<file path="config.mk">
export PLATFORM = sky130hd
export DESIGN_NAME = tcs_top
export DESIGN_NICKNAME = d
export VERILOG_FILES = /design/src/tcs_top.v
export VERILOG_INCLUDE_DIRS = /design/src /design/src/src
export SDC_FILE = /design/constraint.sdc
export NUM_CORES = 1
export LEC_CHECK = 0
export BUFFER_PORTS_ARGS = -buffer_cell sky130_fd_sc_hd__buf_4
export CORE_MARGIN = 10
export CORE_UTILIZATION = 30
export DETAILED_ROUTE_END_ITERATION = 6
export PLACE_DENSITY = 0.54
export RECOVER_POWER = 100
export SKIP_LAST_GASP = 1
export SLEW_MARGIN = 20
export SYNTH_ARGS = -nofsm -noshare
export SYNTH_HDL_FRONTEND = slang
export SYNTH_SLANG_ARGS = --single-unit
</file>
<file path="constraint.sdc">
create_clock -name clk -period 1.59 [get_ports clk]
set_input_delay 0.0795 -clock clk [delete_from_list [all_inputs] [get_ports clk]]
set_output_delay 0.0795 -clock clk [all_outputs]
set_load 0.02 [all_outputs]
</file>
<file path="src/tcs_consts.vh">
`ifndef TCS_CONSTS_VH
`define TCS_CONSTS_VH

// Register addresses
`define TCS_ADDR_CTRL 8'h88
`define TCS_ADDR_CLKSEL 8'h8E
`define TCS_ADDR_CFG 8'hF0

// Reset values
`define TCS_CTRL_RST 8'h00
`define TCS_CLKSEL_RST 8'h00
`define TCS_CFG_RST 8'h00
`define TCS_RDATA_UNMAPPED 8'h00

// Control register fields
`define TCS_CTRL_OV1 7
`define TCS_CTRL_RUN1 6
`define TCS_CTRL_OV0 5
`define TCS_CTRL_RUN0 4
`define TCS_CTRL_EF1 3
`define TCS_CTRL_EM1 2
`define TCS_CTRL_EF0 1
`define TCS_CTRL_EM0 0

// Clock selection fields
`define TCS_CK_T3_HI 7
`define TCS_CK_T3_LO 6
`define TCS_CK_T2_HI 5
`define TCS_CK_T2_LO 4
`define TCS_CK_T1_SYS 3
`define TCS_CK_T0_SYS 2
`define TCS_CK_PRESC_HI 1
`define TCS_CK_PRESC_LO 0

// Prescale encodings
`define TCS_PRESC_DIV12 2'h0
`define TCS_PRESC_DIV4 2'h1
`define TCS_PRESC_DIV48 2'h2
`define TCS_PRESC_EXT8 2'h3

// Configuration fields
`define TCS_CFG_T0_GATE 0
`define TCS_CFG_CT0 1
`define TCS_CFG_T1_GATE 2
`define TCS_CFG_CT1 3
`define TCS_CFG_T2_EXT 4
`define TCS_CFG_T3_EXT 5
`define TCS_CFG_POL_A 6
`define TCS_CFG_POL_B 7

// Divider terminal counts (divide ratio minus one)
`define TCS_DIV12_LAST 6'h0B
`define TCS_DIV4_LAST 6'h03
`define TCS_DIV48_LAST 6'h2F
`define TCS_EXT8_LAST 3'h7

`endif

</file>
<file path="src/tcs_top.v">
// Local design decision: the strobed register port.
`timescale 1ns/1ns
`include "tcs_consts.vh"

module tcs_top (
    // Clock and reset
    input wire clk,
    input wire srst,
    // Register port
    input wire [7:0] reg_addr,
    input wire [7:0] reg_wdata,
    input wire reg_wr,
    input wire reg_rd,
    output reg [7:0] reg_rdata,
    // External pins
    input wire ext_clk,
    input wire ext_irq_input_a,
    input wire ext_irq_input_b,
    input wire t0_pin,
    input wire t1_pin,
    // Timer datapath events and interrupt vectoring
    input wire tmr0_overflow,
    input wire tmr1_overflow,
    input wire tmr0_vec_ack,
    input wire tmr1_vec_ack,
    input wire irq0_vec_ack,
    input wire irq1_vec_ack,
    // Count enables to timer datapaths
    output reg tmr0_count_tick,
    output reg tmr1_count_tick,
    output reg t2_low_tick,
    output reg t2_high_tick,
    output reg t3_low_tick,
    output reg t3_high_tick,
    // Flags toward the interrupt controller
    output reg tmr0_overflow_flag,
    output reg tmr1_overflow_flag,
    output reg ext_irq0_flag,
    output reg ext_irq1_flag
);

    reg [7:0] timer01_control_flags;
    reg [7:0] timer_clock_selection;
    reg [7:0] irq_input_config_reg;
    reg [5:0] presc_cnt;
    reg [5:0] div12_cnt;
    reg [2:0] ext8_cnt;
    reg ext_sync1;
    reg ext_sync2;
    reg ext_prev;
    reg ext8_tick;
    reg t0_prev;
    reg t1_prev;
    reg irq_a_prev;
    reg irq_b_prev;
    reg [7:0] next_ctrl;
    reg [5:0] next_presc_cnt;
    reg presc_tick;
    wire div12_tick;
    wire irq_a_active;
    wire irq_b_active;
    wire irq_a_edge;
    wire irq_b_edge;
    wire irq0_set;
    wire irq1_set;
    wire tmr0_en;
    wire tmr1_en;
    wire tmr0_src;
    wire tmr1_src;
    wire [1:0] shared_prescale_field;

    // Byte clock for Timer 2/3: system clock or the external-select choice
    function byte_tick;
        input sysclk_sel;
        input ext_choice;
        input sys12;
        input ext8;
        begin
            if (sysclk_sel) begin
                byte_tick = 1'b1;
            end else if (ext_choice) begin
                byte_tick = ext8;
            end else begin
                byte_tick = sys12;
            end
        end
    endfunction

    // Timer 0/1 clock: counter pin, system clock or shared prescaler
    function t01_tick;
        input counter_sel;
        input sysclk_sel;
        input pin_fall;
        input presc;
        begin
            if (counter_sel) begin
                t01_tick = pin_fall;
            end else if (sysclk_sel) begin
                t01_tick = 1'b1;
            end else begin
                t01_tick = presc;
            end
        end
    endfunction

    // Flag update: software write, then vector clear, then hardware set on top
    function flag_next;
        input cur;
        input wr_en;
        input wr_val;
        input vec_clr;
        input hw_set;
        reg v;
        begin
            v = cur;
            if (wr_en) begin
                v = wr_val;
            end
            if (vec_clr) begin
                v = 1'b0;
            end
            flag_next = v | hw_set;
        end
    endfunction

    assign shared_prescale_field = timer_clock_selection[`TCS_CK_PRESC_HI:`TCS_CK_PRESC_LO];

    // Polarity bit 1 means active high; reset value gives active low
    assign irq_a_active = irq_input_config_reg[`TCS_CFG_POL_A] ? ext_irq_input_a
                                                              : ~ext_irq_input_a;
    assign irq_b_active = irq_input_config_reg[`TCS_CFG_POL_B] ? ext_irq_input_b
                                                              : ~ext_irq_input_b;
    assign irq_a_edge = irq_a_active & ~irq_a_prev;
    assign irq_b_edge = irq_b_active & ~irq_b_prev;

    assign irq0_set = timer01_control_flags[`TCS_CTRL_EM0] ? irq_a_edge : irq_a_active;
    assign irq1_set = timer01_control_flags[`TCS_CTRL_EM1] ? irq_b_edge : irq_b_active;

    assign tmr0_en = timer01_control_flags[`TCS_CTRL_RUN0]
                     & (~irq_input_config_reg[`TCS_CFG_T0_GATE] | irq_a_active);
    assign tmr1_en = timer01_control_flags[`TCS_CTRL_RUN1]
                     & (~irq_input_config_reg[`TCS_CFG_T1_GATE] | irq_b_active);

    assign tmr0_src = t01_tick(irq_input_config_reg[`TCS_CFG_CT0],
                               timer_clock_selection[`TCS_CK_T0_SYS],
                               t0_prev & ~t0_pin, presc_tick);
    assign tmr1_src = t01_tick(irq_input_config_reg[`TCS_CFG_CT1],
                               timer_clock_selection[`TCS_CK_T1_SYS],
                               t1_prev & ~t1_pin, presc_tick);

    assign div12_tick = (div12_cnt == `TCS_DIV12_LAST);

    // Shared prescaler divide ratio and tick
    always @* begin
        next_presc_cnt = presc_cnt + 6'h01;
        presc_tick = 1'b0;
        case (shared_prescale_field)
            `TCS_PRESC_DIV12: begin
                presc_tick = (presc_cnt == `TCS_DIV12_LAST);
            end
            `TCS_PRESC_DIV4: begin
                presc_tick = (presc_cnt >= `TCS_DIV4_LAST);
            end
            `TCS_PRESC_DIV48: begin
                presc_tick = (presc_cnt >= `TCS_DIV48_LAST);
            end
            `TCS_PRESC_EXT8: begin
                presc_tick = ext8_tick;
            end
            default: begin
                presc_tick = 1'b0;
            end
        endcase
        // Count from >= so a ratio change mid-period cannot leave the counter stranded
        if (shared_prescale_field != `TCS_PRESC_DIV12 && presc_tick) begin
            next_presc_cnt = 6'h00;
        end
        if (shared_prescale_field == `TCS_PRESC_DIV12 && presc_cnt >= `TCS_DIV12_LAST) begin
            next_presc_cnt = 6'h00;
        end
    end

    // Control register next value with set-wins flags
    always @* begin
        next_ctrl = timer01_control_flags;
        if (reg_wr && reg_addr == `TCS_ADDR_CTRL) begin
            next_ctrl = reg_wdata;
        end
        next_ctrl[`TCS_CTRL_OV1] = flag_next(timer01_control_flags[`TCS_CTRL_OV1],
                                             reg_wr && reg_addr == `TCS_ADDR_CTRL,
                                             reg_wdata[`TCS_CTRL_OV1], tmr1_vec_ack,
                                             tmr1_overflow);
        next_ctrl[`TCS_CTRL_OV0] = flag_next(timer01_control_flags[`TCS_CTRL_OV0],
                                             reg_wr && reg_addr == `TCS_ADDR_CTRL,
                                             reg_wdata[`TCS_CTRL_OV0], tmr0_vec_ack,
                                             tmr0_overflow);
        next_ctrl[`TCS_CTRL_EF1] = flag_next(timer01_control_flags[`TCS_CTRL_EF1],
                                             reg_wr && reg_addr == `TCS_ADDR_CTRL,
                                             reg_wdata[`TCS_CTRL_EF1],
                                             irq1_vec_ack & timer01_control_flags[`TCS_CTRL_EM1],
                                             irq1_set);
        next_ctrl[`TCS_CTRL_EF0] = flag_next(timer01_control_flags[`TCS_CTRL_EF0],
                                             reg_wr && reg_addr == `TCS_ADDR_CTRL,
                                             reg_wdata[`TCS_CTRL_EF0],
                                             irq0_vec_ack & timer01_control_flags[`TCS_CTRL_EM0],
                                             irq0_set);
    end

    // Registers and register port
    always @(posedge clk) begin
        if (srst) begin
            timer01_control_flags <= `TCS_CTRL_RST;
            timer_clock_selection <= `TCS_CLKSEL_RST;
            irq_input_config_reg <= `TCS_CFG_RST;
            reg_rdata <= `TCS_RDATA_UNMAPPED;
        end else begin
            timer01_control_flags <= next_ctrl;
            if (reg_wr && reg_addr == `TCS_ADDR_CLKSEL) begin
                timer_clock_selection <= reg_wdata;
            end
            if (reg_wr && reg_addr == `TCS_ADDR_CFG) begin
                irq_input_config_reg <= reg_wdata;
            end
            if (reg_rd) begin
                case (reg_addr)
                    `TCS_ADDR_CTRL: begin
                        reg_rdata <= timer01_control_flags;
                    end
                    `TCS_ADDR_CLKSEL: begin
                        reg_rdata <= timer_clock_selection;
                    end
                    `TCS_ADDR_CFG: begin
                        reg_rdata <= irq_input_config_reg;
                    end
                    default: begin
                        reg_rdata <= `TCS_RDATA_UNMAPPED;
                    end
                endcase
            end else begin
                reg_rdata <= `TCS_RDATA_UNMAPPED;
            end
        end
    end

    // Dividers and external clock synchronizer
    always @(posedge clk) begin
        if (srst) begin
            presc_cnt <= 6'h00;
            div12_cnt <= 6'h00;
            ext8_cnt <= 3'h0;
            ext_sync1 <= 1'b0;
            ext_sync2 <= 1'b0;
            ext_prev <= 1'b0;
            ext8_tick <= 1'b0;
        end else begin
            presc_cnt <= next_presc_cnt;
            div12_cnt <= div12_tick ? 6'h00 : div12_cnt + 6'h01;
            // Two flops before any logic sees the external clock
            ext_sync1 <= ext_clk;
            ext_sync2 <= ext_sync1;
            ext_prev <= ext_sync2;
            ext8_tick <= 1'b0;
            if (ext_sync2 && !ext_prev) begin
                ext8_cnt <= ext8_cnt + 3'h1;
                if (ext8_cnt == `TCS_EXT8_LAST) begin
                    ext8_tick <= 1'b1;
                end
            end
        end
    end

    // Pin history, count enables and flag outputs
    always @(posedge clk) begin
        if (srst) begin
            t0_prev <= 1'b0;
            t1_prev <= 1'b0;
            irq_a_prev <= 1'b0;
            irq_b_prev <= 1'b0;
            tmr0_count_tick <= 1'b0;
            tmr1_count_tick <= 1'b0;
            t2_low_tick <= 1'b0;
            t2_high_tick <= 1'b0;
            t3_low_tick <= 1'b0;
            t3_high_tick <= 1'b0;
            tmr0_overflow_flag <= 1'b0;
            tmr1_overflow_flag <= 1'b0;
            ext_irq0_flag <= 1'b0;
            ext_irq1_flag <= 1'b0;
        end else begin
            t0_prev <= t0_pin;
            t1_prev <= t1_pin;
            irq_a_prev <= irq_a_active;
            irq_b_prev <= irq_b_active;
            tmr0_count_tick <= tmr0_en & tmr0_src;
            tmr1_count_tick <= tmr1_en & tmr1_src;
            t2_low_tick <= byte_tick(timer_clock_selection[`TCS_CK_T2_LO],
                                     irq_input_config_reg[`TCS_CFG_T2_EXT],
                                     div12_tick, ext8_tick);
            // High-byte ticks only matter to the datapath in split mode
            t2_high_tick <= byte_tick(timer_clock_selection[`TCS_CK_T2_HI],
                                      irq_input_config_reg[`TCS_CFG_T2_EXT],
                                      div12_tick, ext8_tick);
            t3_low_tick <= byte_tick(timer_clock_selection[`TCS_CK_T3_LO],
                                     irq_input_config_reg[`TCS_CFG_T3_EXT],
                                     div12_tick, ext8_tick);
            t3_high_tick <= byte_tick(timer_clock_selection[`TCS_CK_T3_HI],
                                      irq_input_config_reg[`TCS_CFG_T3_EXT],
                                      div12_tick, ext8_tick);
            tmr0_overflow_flag <= next_ctrl[`TCS_CTRL_OV0];
            tmr1_overflow_flag <= next_ctrl[`TCS_CTRL_OV1];
            ext_irq0_flag <= next_ctrl[`TCS_CTRL_EF0];
            ext_irq1_flag <= next_ctrl[`TCS_CTRL_EF1];
        end
    end

endmodule // tcs_top

</file>
# Word-level counts from Yosys, hierarchy flattened
# Index checks and enable logic that the tools add are counted.
# totals
ff_bits	65
latchBits	0
ram_bits	0
rom_bits	0
input_bits	31
output_inout_bits	18
wordCells	105
memories	0
# classes
add_sub_neg	3
mul	0
div	0
magnitude_cmp	3
n_eq_ne	9
shifts	0
mux	25
bitwise_logic	26
n_reduce_logical	13
# op_table
operator	count
8-bit equality test, second input constant	3
8-bit case mux with 3 select lines	1
1-bit 2-to-1 mux	23
6-bit by 1-bit adder with 6-bit output, second input constant	2
6-bit by 4-bit equality test with 1-bit output, second input constant	2
1-bit bitwise AND	10
1-bit inverter	10
6-bit by 2-bit greater-or-equal comparator with 1-bit output, second input constant	1
6-bit by 4-bit greater-or-equal comparator with 1-bit output, second input constant	1
6-bit greater-or-equal comparator, second input constant	1
1-bit logical AND	6
1-bit bitwise OR	6
2-bit OR reduction	3
2-bit equality test, second input constant	2
1-bit case mux with 4 select lines	1
3-bit by 1-bit adder with 3-bit output, second input constant	1
3-bit equality test, second input constant	1
3-bit OR reduction	1
2-bit by 1-bit equality test with 1-bit output, second input constant	1
2-bit logical NOT	1
2-bit nonzero test	1
1-bit logical NOT	1

# Longest topological paths before layout
# Gate-level depths: netlist of the first run.
# logic_depth
word_depth	5
ltp_mapped	6
depth_no_buf	5

# Least setup slack after synthesis of the first run
# OpenSTA, ideal clock, no wires.
# synth_timing
path_kind	reg-to-reg
start	register presc_cnt[0]
end	register presc_cnt[2]
setup_ns	0.064
arrival_ns	1.340
required_time_ns	1.526
slack_ns	0.186
stages_incl_launch_ff	6
path_buffers	0
period_less_slack_ns	1.404
cell_sequence	dfxtp_1 ha_1 nand3_1 o2111ai_1 a221o_1 nor2_1
# synth_between
elab_chain_cells	4
word_cells_on_any_way	9
cone_classes	1 x add/sub; 3 x order compare; 1 x eq/ne; 1 x mux; 3 x reduce/logical
# synth_lines
element	line_no	rtl
start: declaration	tcs_top.v:45	reg [5:0] presc_cnt;
start signal: assignment	tcs_top.v:256	presc_cnt <= next_presc_cnt;
6-bit greater-or-equal comparator (no line), or another cell as far along	-	
1-bit case mux with 4 select lines	tcs_top.v:157	case (shared_prescale_field)
1-bit logical AND	tcs_top.v:175	if (shared_prescale_field != `TCS_PRESC_DIV12 && presc_tick) begin
3-bit OR reduction (no line)	-	
# Several ways; a longest one is shown, not always the timed one.
# A chain may end at the register's enable or synchronous reset.

# Worst setup path in the final report of the first run
# layout_timing
start	register presc_cnt[0]
end	register presc_cnt[4]
# Same word-level chain as after synthesis.

==> results of run 1 <==
[area by class of cell]
cell class	instances	area, µm²	share of cell area, %
tap	105	131	4.03
sequential	61	1220	37.4
clock buffer	9	124	3.80
clock inverter	7	75.1	2.30
timing repair buffer	69	474	14.5
inverter	12	45.0	1.38
multi-input combinational	188	1190	36.5
[synth_stat cells, types with 3 or more instances]
library cell  instances  area share, %
inv_1                12            1.8
clkbuf_1              3           0.45
xor2_1                8            2.8
nand4_1               4            1.0
o211ai_1              3           0.90
and2_1                8            2.0
nand3_1              19            3.8
mux2i_1              14            5.6
and3_1                4            1.0
nor2b_1               7            1.7
dfxtp_1              61             49
a22oi_1               8            2.4
a21oi_1              16            3.2
o2bb2ai_1             8            2.8
xnor2_1               3            1.0
ha_1                  4            2.0
o21ai_0               3           0.60
nor2_1               32            4.8
nand2_1              25            3.7
[layer usage]
layer / GRT usage (%) / wire, µm / vias to the layer above
met2: 16.7 / 3010 / 40
met3: 3.06 / 248 / 12
met4: 6.43 / 163 / 0
met1: 12.6 / 3080 / 969
li1: - / - / 1088
met5: 0 / 0 / -
[power breakdown]
| part | internal [W] | switching, W |
|---|---|---|
| combinational | 0.000118 | 0.000114 |
| clock | 0.000727 | 0.000648 |
| sequential | 0.00156 | 0.0000257 |
[worst min path at each step]
| stage | to | slack, ns | depth (start not counted) |
|---|---|---|---|
| after global routing | timer_clock_selection[3] | 0.03 | 3 |
| final | irq_input_config_reg[3] | 0.03 | 3 |
| after global placement | timer01_control_flags[7] | 0.28 | 2 |
| after floorplan | ext_prev | 0.16 | 1 |
| after CTS | irq_input_config_reg[3] | 0.01 | 3 |
| after detailed placement | timer01_control_flags[7] | 0.29 | 2 |
[logic make-up after synthesis]
| family | Yosys count |
|---|---|
| flip-flops | 61 |
| buffers and inverters | 21 |
| multiplexers | 14 |
| XOR/XNOR | 11 |
| AO/OA/AOI/OAI | 48 |
| AND/OR/NAND/NOR | 111 |
| adder cells (fa/ha/maj) | 4 |
[timing repair]
action | 4_1_cts | 5_1_grt
endpoints found under the hold margin | 17 | 0
hold buffers | 14 | 0
endpoints found under the setup margin | 0 | 6
gates resized for setup | 0 | 2
[through the flow]
stage	cell area [µm²]	setup slack (ns)	hold WS (ns)	power, W	util, %
2_1_floorplan	2510	0.186	0.159	0.00172	-
3_3_place_gp	3010	0.100	0.282	0.00184	36.8
3_5_place_dp	3010	0.0386	0.286	0.00184	36.8
4_1_cts	3350	0.0396	0.0117	0.00325	40.9
5_1_grt	3260	0.00664	0.0342	0.00332	39.9
6_report	3260	0.124	0.0258	0.00319	39.9
[critical path, delay by kind of cell, from the launching register on]
family          cells  cell delay (ns)
fa+ha+maj           1             0.25
simple gates        2             0.21
flops               1             0.37
compound gates      2             0.53
==> metrics, run 1 <==
Top Ports=a little under 50; most frequent cells in the layout=61 x dfxtp_1, 32 x nor2_1, 31 x buf_4, 25 x nand2_1, 21 x clkbuf_1; Crit path largest cell delay=roughly 0.37 ns; initial antenna violation count=0; H-tree levels=3; via count=2,109; Gate Count Post-Synth=270; # Post-CTS Setup Buffers=0; final hold vios=0; Clock Pin Slew Worst Setup and Hold Paths=approximately 0.08 ns; clk buf depth=2; number of synthesized register bits=~60; crit path to=presc_cnt[4]; Worst-Margin Slew=0.604 ns; Leak Pwr=1.31 nW; crit path time final=between 1 and 1.5 ns; Final setup viols=0; Worst Path Required=around 1.8 ns; Synth Area in Compound Gates=around an eighth; syn nets=approximately 310; CTS tree=done; Final Instance Count excl. Fillers=451; share of layout cells above drive strength 1=between 10% and 20%; Max-slew headroom=59.8%; mean post-synth cell area=between 9 and 10 µm²; slowest CP cell=dfxtp_1; crit path DAT=1.70 ns; setup_tns=0 ns; die area=around 0.012 mm²; mux cell area share after synthesis=under 10%; Final period util=just over 90%; die width=112 µm; Reg-to-Reg End=presc_cnt[4]; CTS Root Cell=clkbuf_8; max_cap viols=0; startpoint types=flip-flop; wire per inst=between 10 and 15 µm; Fillers=around 870; IO Port Bufs=48; RD Place Congestion=roughly 0.76; post-synthesis xor/xnor area fraction=under 10%; Final HPWL DP=around 4900 µm; outcome=complete, no violations; total gr overflow=0; NumNets Final=376; Clock Sink Count=61; R2R setup slack=0.12 ns; post-DR vias/cell=4.68; Fmax=around 680 MHz; initial core utilization=around 31%; Area growth, synth to finish=29.8%; CTS Buf Count=9; yosys warns=0; fin. max-slew vios=0; Post-Syn Area=between 0.002 and 0.003 mm²; Crit Path Class=reg2reg; Antenna Nets Post-Route=0; worst-path cell chain=ha_2, nand3_1, o2111ai_2, a221o_1, nor2_1; sequential area share after synthesis=about 49%; most common cell after layout, fill and taps aside=dfxtp_1; CORE AREA=~0.008 mm²; number of enable-type register cells in the synthesized netlist=0; Post-Synth Adder-Cell Area=about 2%; gr usage total=between 10% and 20%; Crit. End Element=flip-flop; power per cell area=~980 mW/mm²; Starting DRT DRC Count=120; Simple-Gate Fraction of Synth Area=between 20% and 30%; vias in the first global route=between 2,000 and 2,500; Site Rows=33; worst reg2reg path startpoint=presc_cnt[0]; Async SR Flop Fraction=0%; Worst R2R Path Depth=5; min-delay worst type=in2reg; first-pass GRT wire length=around 11,000 µm; dominant synthesized flop cell=dfxtp_1; min-delay src=reg_wdata[3]; Post-Place Cells=between 400 and 500; largest family of logic cells by synthesized area=simple AND/OR/NAND/NOR gates; Clock Skew=0.00839 ns; largest net degree at the start of global routing=23; Clk Latency, worst-skew pair=about 0.35 ns; Pre-antenna DRT Iters=4; final wirelength=approximately 6500 µm; RSZ-0062 raised after global routing=no; die height=approximately 110 µm; DRC viols=0; Crit Path Max Fanout=6; ANT cells=0; VDD IR max=0.393 mV; Worst Setup SP=presc_cnt[0]; post-synthesis cell type count=37
No activity file was read; power rests on OpenSTA's default activity.
==> inputs of run 2 (changes only) <==
--- a/config.mk
+++ b/config.mk
@@ -9,8 +9,9 @@
 export BUFFER_PORTS_ARGS = -buffer_cell sky130_fd_sc_hd__buf_4
 export CORE_MARGIN = 10
 export CORE_UTILIZATION = 30
+export CTS_CLUSTER_SIZE = 12
 export DETAILED_ROUTE_END_ITERATION = 6
-export PLACE_DENSITY = 0.54
+export PLACE_DENSITY = 0.55
 export RECOVER_POWER = 100
 export SKIP_LAST_GASP = 1
 export SLEW_MARGIN = 20
==> constraint.sdc (replaced) <==
create_clock -name clk -period 1.3 [get_ports clk]
set_input_delay 0.065 -clock clk [delete_from_list [all_inputs] [get_ports clk]]
set_output_delay 0.065 -clock clk [all_outputs]
set_load 0.02 [all_outputs]
==> run 2 against run 1 <==
Net effect:
- the flow now finishes with violations (setup timing)
- global-route usage grew 0.24 points
- final area grew 5.0%
- final cell count grew 2.9%
- clock skew shrank 0.0018 ns
- critical path type unchanged
- worst hold slack lost 0.0042 ns
- die area is the same
==> metrics, run 2 (same netlist as run 1, synthesis figures left out) <==
initial core utilization=a little under a third; setup ws final=-0.0597 ns; Crit path largest cell delay=between 0.4 and 0.5 ns; DRC viols=0; first-pass GRT wire length=11,100 µm; slowest CP cell=a221o_2; Sequential Area=around 0.0012 mm²; Reg-to-Reg End=presc_cnt[2]; Starting DRT DRC Count=117; Clock Sink Count=61; Pre-antenna DRT Iters=4; Clock Pin Slew Worst Setup and Hold Paths=approximately 0.070 ns; most frequent cells in the layout=56 x dfxtp_1, 40 x buf_4, 30 x nor2_1, 24 x nand2_1, 22 x clkbuf_1; cell depth of the worst hold path=3; most common cell after layout, fill and taps aside=dfxtp_1; Final period util=105%; final wirelength=approximately 6600 µm; largest net degree at the start of global routing=41; NumNets Final=390; Final HPWL DP=5010 µm; Fmax=approximately 740 MHz; Leak Pwr=roughly 1.4 nW; sink of the worst hold path=irq_input_config_reg[1]; max_cap viols=0; vias in the first global route=~2,300; Fillers=approximately 850; VDD IR max=0.333 mV; CTS Buf Count=9; clk buf depth=2; Final Util=41.9%; crit path time final=roughly 1.4 ns; CORE AREA=0.00818 mm²; die area=around 0.012 mm²; Site Rows=33; RD Place Congestion=approximately 0.84; Crit Path Class=reg2reg; CTS Root Cell=clkbuf_8; Antenna Nets Post-Route=0; final hold vios=0; Max-slew headroom=64.0%; multi-input logic area=~0.0013 mm²; Area growth, synth to finish=36.2%; Worst R2R Path Depth=5; startpoint types=flip-flop; min-delay src=reg_wdata[1]; wire per inst=14.2 µm; Clock Skew=about 0.0066 ns; fin. max-slew vios=0; IO Port Bufs=48; ANT cells=0; Crit. End Element=flip-flop; Top Ports=49; Crit Path Max Fanout=6; worst reg2reg path startpoint=presc_cnt[0]; total gr overflow=0; post-DR vias/cell=between 4 and 5; initial antenna violation count=0; crit path DAT=between 1.5 and 2 ns; failing checks=setup timing; H-tree levels=3; die width=approximately 110 µm; share of layout cells above drive strength 1=a little under a quarter; worst-path cell chain=ha_4, nand3_4, o2111ai_4, a221o_2, nor2_1; setup_tns=-0.313 ns; CTS tree=done; R2R setup slack=-0.06 ns; die height=approximately 110 µm; gr usage total=10.9%; Clk Latency, worst-skew pair=0.33 ns; RSZ-0062 raised after global routing=yes; via count=approximately 2,100; min-delay worst type=in2reg; Final setup viols=6; outcome=finished with violations; Worst Path Required=between 1.5 and 2 ns; Worst-Margin Slew=around 0.54 ns; power per cell area=roughly 1100 mW/mm²
run 2: cell count changes in the layout (fill, tap and decap cells not counted), moves of 3 or more:
cell and delta:
buf_12 +3, buf_4 +9, clkbuf_2 +3, clkinv_2 +3, dfxtp_1 -5, dfxtp_2 +5
run 2: report_power, final:
part	internal [W]	total (W)	leakage, nW	switching, W
registers	0.00191	0.00194	0.497	0.0000314
logic	0.000169	0.000321	0.796	0.000152
clock network	0.000718	0.00142	0.0877	0.000699
total	0.00280	0.00368	1.38	0.000883
run 2: cell type report:
| class | count | area share, % |
|---|---|---|
| Tap cell | 105 | 3.84 |
| Clock buffer | 10 | 4.02 |
| Timing Repair Buffer | 83 | 17.5 |
| Multi-Input combinational cell | 188 | 36.6 |
| Sequential cell | 61 | 35.8 |
| Clock inverter | 5 | 0.804 |
| Inverter | 12 | 1.32 |
run 2: how the worst max path moves through the flow:
| stage | from | to | slack (ns) | cells past startpoint |
|---|---|---|---|---|
| 2_1_floorplan | presc_cnt[0] | presc_cnt[2] | 0.003 | 5 |
| 6_report | presc_cnt[0] | presc_cnt[2] | -0.06 | 5 |
| 4_1_cts | presc_cnt[0] | presc_cnt[5] | -0.06 | 5 |
| 3_3_place_gp | presc_cnt[1] | presc_cnt[2] | -0.06 | 5 |
| 3_5_place_dp | presc_cnt[1] | presc_cnt[5] | -0.09 | 5 |
| 5_1_grt | presc_cnt[0] | presc_cnt[2] | -0.13 | 5 |
run 2: routing by layer:
metal  track usage (%)  share of wire (%)
met1              12.9                 45
met2              17.5                 48
met3              2.84                4.3
met4              6.00                2.5
met5                 0                  0
run 2: repair_timing:
item | in CTS | in global routing
buffers inserted | 3 | 0
pin swaps | 8 | 4
gates resized for setup | 5 | 13
endpoints found under the hold margin | 16 | 0
setup endpoints to repair | 14 | 16
hold buffers | 12 | 0
run 2: metrics by stage:
stage	setup slack [ns]	cell area, µm²	instances	power, W	hold WS [ns]
5_1_grt	-0.132	3420	464	0.00388	0.0140
6_report	-0.0597	3420	464	0.00368	0.0216
4_1_cts	-0.0645	3500	464	0.00375	0.00142
3_5_place_dp	-0.0898	3170	434	0.00229	0.271
3_3_place_gp	-0.0596	3170	434	0.00228	0.269
2_1_floorplan	0.00264	2540	270	0.00210	0.144
run 2: worst max-delay path, delay by kind of cell (launching register included):
kind | cells | cell delay (ns)
simple gates | 2 | 0.19
flops | 1 | 0.34
compound gates | 2 | 0.59
fa+ha+maj | 1 | 0.18
==> inputs of run 3 (changes only) <==
--- a/config.mk
+++ b/config.mk
@@ -7,12 +7,14 @@
 export NUM_CORES = 1
 export LEC_CHECK = 0
 export BUFFER_PORTS_ARGS = -buffer_cell sky130_fd_sc_hd__buf_4
+export CAP_MARGIN = 40
 export CORE_MARGIN = 10
 export CORE_UTILIZATION = 30
 export CTS_CLUSTER_SIZE = 12
 export DETAILED_ROUTE_END_ITERATION = 6
 export PLACE_DENSITY = 0.55
 export RECOVER_POWER = 100
+export REMOVE_ABC_BUFFERS = 1
 export SKIP_LAST_GASP = 1
 export SLEW_MARGIN = 20
 export SYNTH_ARGS = -nofsm -noshare
==> constraint.sdc (replaced) <==
create_clock -name clk -period 1.3 [get_ports clk]
set_input_delay 0.065 -clock clk [delete_from_list [all_inputs] [get_ports clk]]
set_output_delay 0.065 -clock clk [all_outputs]
set_load 0.005 [all_outputs]
==> run 3 against run 2 <==
Net effect:
- the run still ends with setup timing left
- clock skew hardly changed
- clock-buffer cell count is 3 higher
- global-route usage hardly changed
- non-clock buffer count is 12 higher
- final cell count is 2.4% higher
- via count is 5.8% higher
- setup slack worse by 0.0018 ns
- critical endpoint is now presc_cnt[0]
- largest cell class is now flip-flops and latches
- largest power group unchanged
==> metrics, run 3 (same netlist as run 1, synthesis figures left out) <==
outcome=finished with violations; failing checks=setup timing; Site Rows=33; CTS tree=done; via count=2,269; power per cell area=between 1000 and 1500 mW/mm²; setup ws final=-0.0615 ns; sw frac=21.5%; Crit Path Max Fanout=6; wire per inst=between 10 and 15 µm; NumNets Final=402; H-tree levels=3; Final period util=105%; clock power share=about 43%; CORE AREA=~0.0082 mm²; sequential group share of total power=around 49%; crit path DAT=between 1.5 and 2 ns; Clock Skew=0.00631 ns; total power=0.00398 W; fin. max-slew vios=0; Post-Place Cells=about 440; first-pass GRT wire length=roughly 11,000 µm; Area after DPL=0.00317 mm²; final wirelength=about 6600 µm; share of layout cells above drive strength 1=around 26%; switching pwr=approximately 0.00086 W; Leak Pwr=around 1.5 nW; Clock Sink Count=61; most common cell after layout, fill and taps aside=dfxtp_1; CTS Buf Count=9; Fillers=slightly above 800; startpoint types=flip-flop; largest net degree at the start of global routing=21; die height=~110 µm; most frequent cells in the layout=58 x dfxtp_1, 51 x buf_4, 32 x nor2_1, 25 x nand2_1, 19 x nand3_1; max_cap viols=0; Antenna Nets Post-Route=0; Clock Pin Slew Worst Setup and Hold Paths=0.06 ns; Crit. End Element=flip-flop; Final Instance Area=between 0.003 and 0.004 mm²; Clk Latency, worst-skew pair=approximately 0.33 ns; Worst-Margin Slew=approximately 0.55 ns; Worst Path Required=around 1.6 ns; total gr overflow=0; Fmax=734 MHz; initial antenna violation count=0; RD Place Congestion=approximately 0.77; crit path time final=1.36 ns; Crit Path Class=reg2reg; VDD IR max=roughly 0.7 mV; min-delay worst type=in2reg; Top Ports=between 40 and 50; Pre-antenna DRT Iters=4; CTS Root Cell=clkbuf_8; vias in the first global route=about 2,300; RSZ-0062 raised after global routing=yes; combinational cell fraction of total power=approximately 8.5%; Final Util=a little over two fifths; Max-slew headroom=between 60% and 70%; Final Instance Count excl. Fillers=around 480; Starting DRT DRC Count=90; Area growth, synth to finish=40.6%; IO Port Bufs=48; Final HPWL DP=4790 µm; die area=~0.012 mm²; Int Pwr=~0.0031 W; DRC viols=0; final hold vios=0; Final setup viols=6; setup_tns=-0.255 ns; initial core utilization=30.7%; post-DR vias/cell=between 4 and 5; clk buf depth=2; ANT cells=0; die width=between 100 and 150 µm; gr usage total=a little over a tenth
[run 3: cell count changes in the layout (fill, tap and decap cells not counted), moves of 3 or more]
cell	change
buf_12	-3
buf_4	+11
clkbuf_1	-12
clkbuf_4	+14
clkinv_2	-4
dlygate4sd3_1	+5
[run 3: per-stage QoR]
stage | hold WS [ns] | setup WS [ns]
2_1_floorplan | 0.134 | -0.149
5_1_grt | 0.0661 | -0.164
6_report | 0.0661 | -0.0615
4_1_cts | 0.0419 | -0.0455
3_3_place_gp | 0.268 | -0.120
3_5_place_dp | 0.269 | -0.145
[run 3: final timing paths]
kind,start,to,slack (ns),cells past startpoint
setup / recovery,presc_cnt[1],presc_cnt[0],-0.06,5
hold / removal,irq0_vec_ack,timer01_control_flags[1],0.07,4
setup reg to reg,presc_cnt[1],presc_cnt[0],-0.06,5
hold reg to reg,ext_sync1,ext_sync2,0.44,1
[run 3: layer usage]
| metal | vias to the layer above | part of all wire [%] | global-route usage, % |
|---|---|---|---|
| li1 | 1140 | - | - |
| met3 | 2 | 5.3 | 4.08 |
| met2 | 54 | 49 | 17.5 |
| met4 | 0 | 0.66 | 3.60 |
| met1 | 1073 | 46 | 13.1 |
| met5 | - | 0 | 0 |
[run 3: final cells by class]
cell class	count	area (µm²)	share of cell area, %
sequential	61	1220	34.7
multi-input combinational	188	1210	34.3
timing repair buffer	95	719	20.4
clock buffer	13	169	4.78
tap	105	131	3.72
inverter	12	48.8	1.38
clock inverter	1	30.0	0.850
[run 3: repair_timing]
item,in CTS,in global routing
endpoints found under the hold margin,24,0
hold buffers,17,0
setup buffers,1,2
pin swaps,5,9
endpoints found under the setup margin,6,22
gates resized for setup,8,7
[run 3: critical path: stages (launching register included)]
cell       delay [ns]
dfxtp_2          0.34
ha_4             0.17
nand3_2          0.08
o2111ai_2        0.11
a221o_1          0.46
nor2_1           0.13
[run 3: power by group through the flow]
stage	Combinational, W	Sequential (W)	Clock, W
floorplan	0.0000915	0.00197	0
global placement	0.000288	0.00197	0
detailed placement	0.000291	0.00198	0
CTS	0.000341	0.00194	0.00176
global route	0.000375	0.00194	0.00184
finish	0.000338	0.00194	0.00170
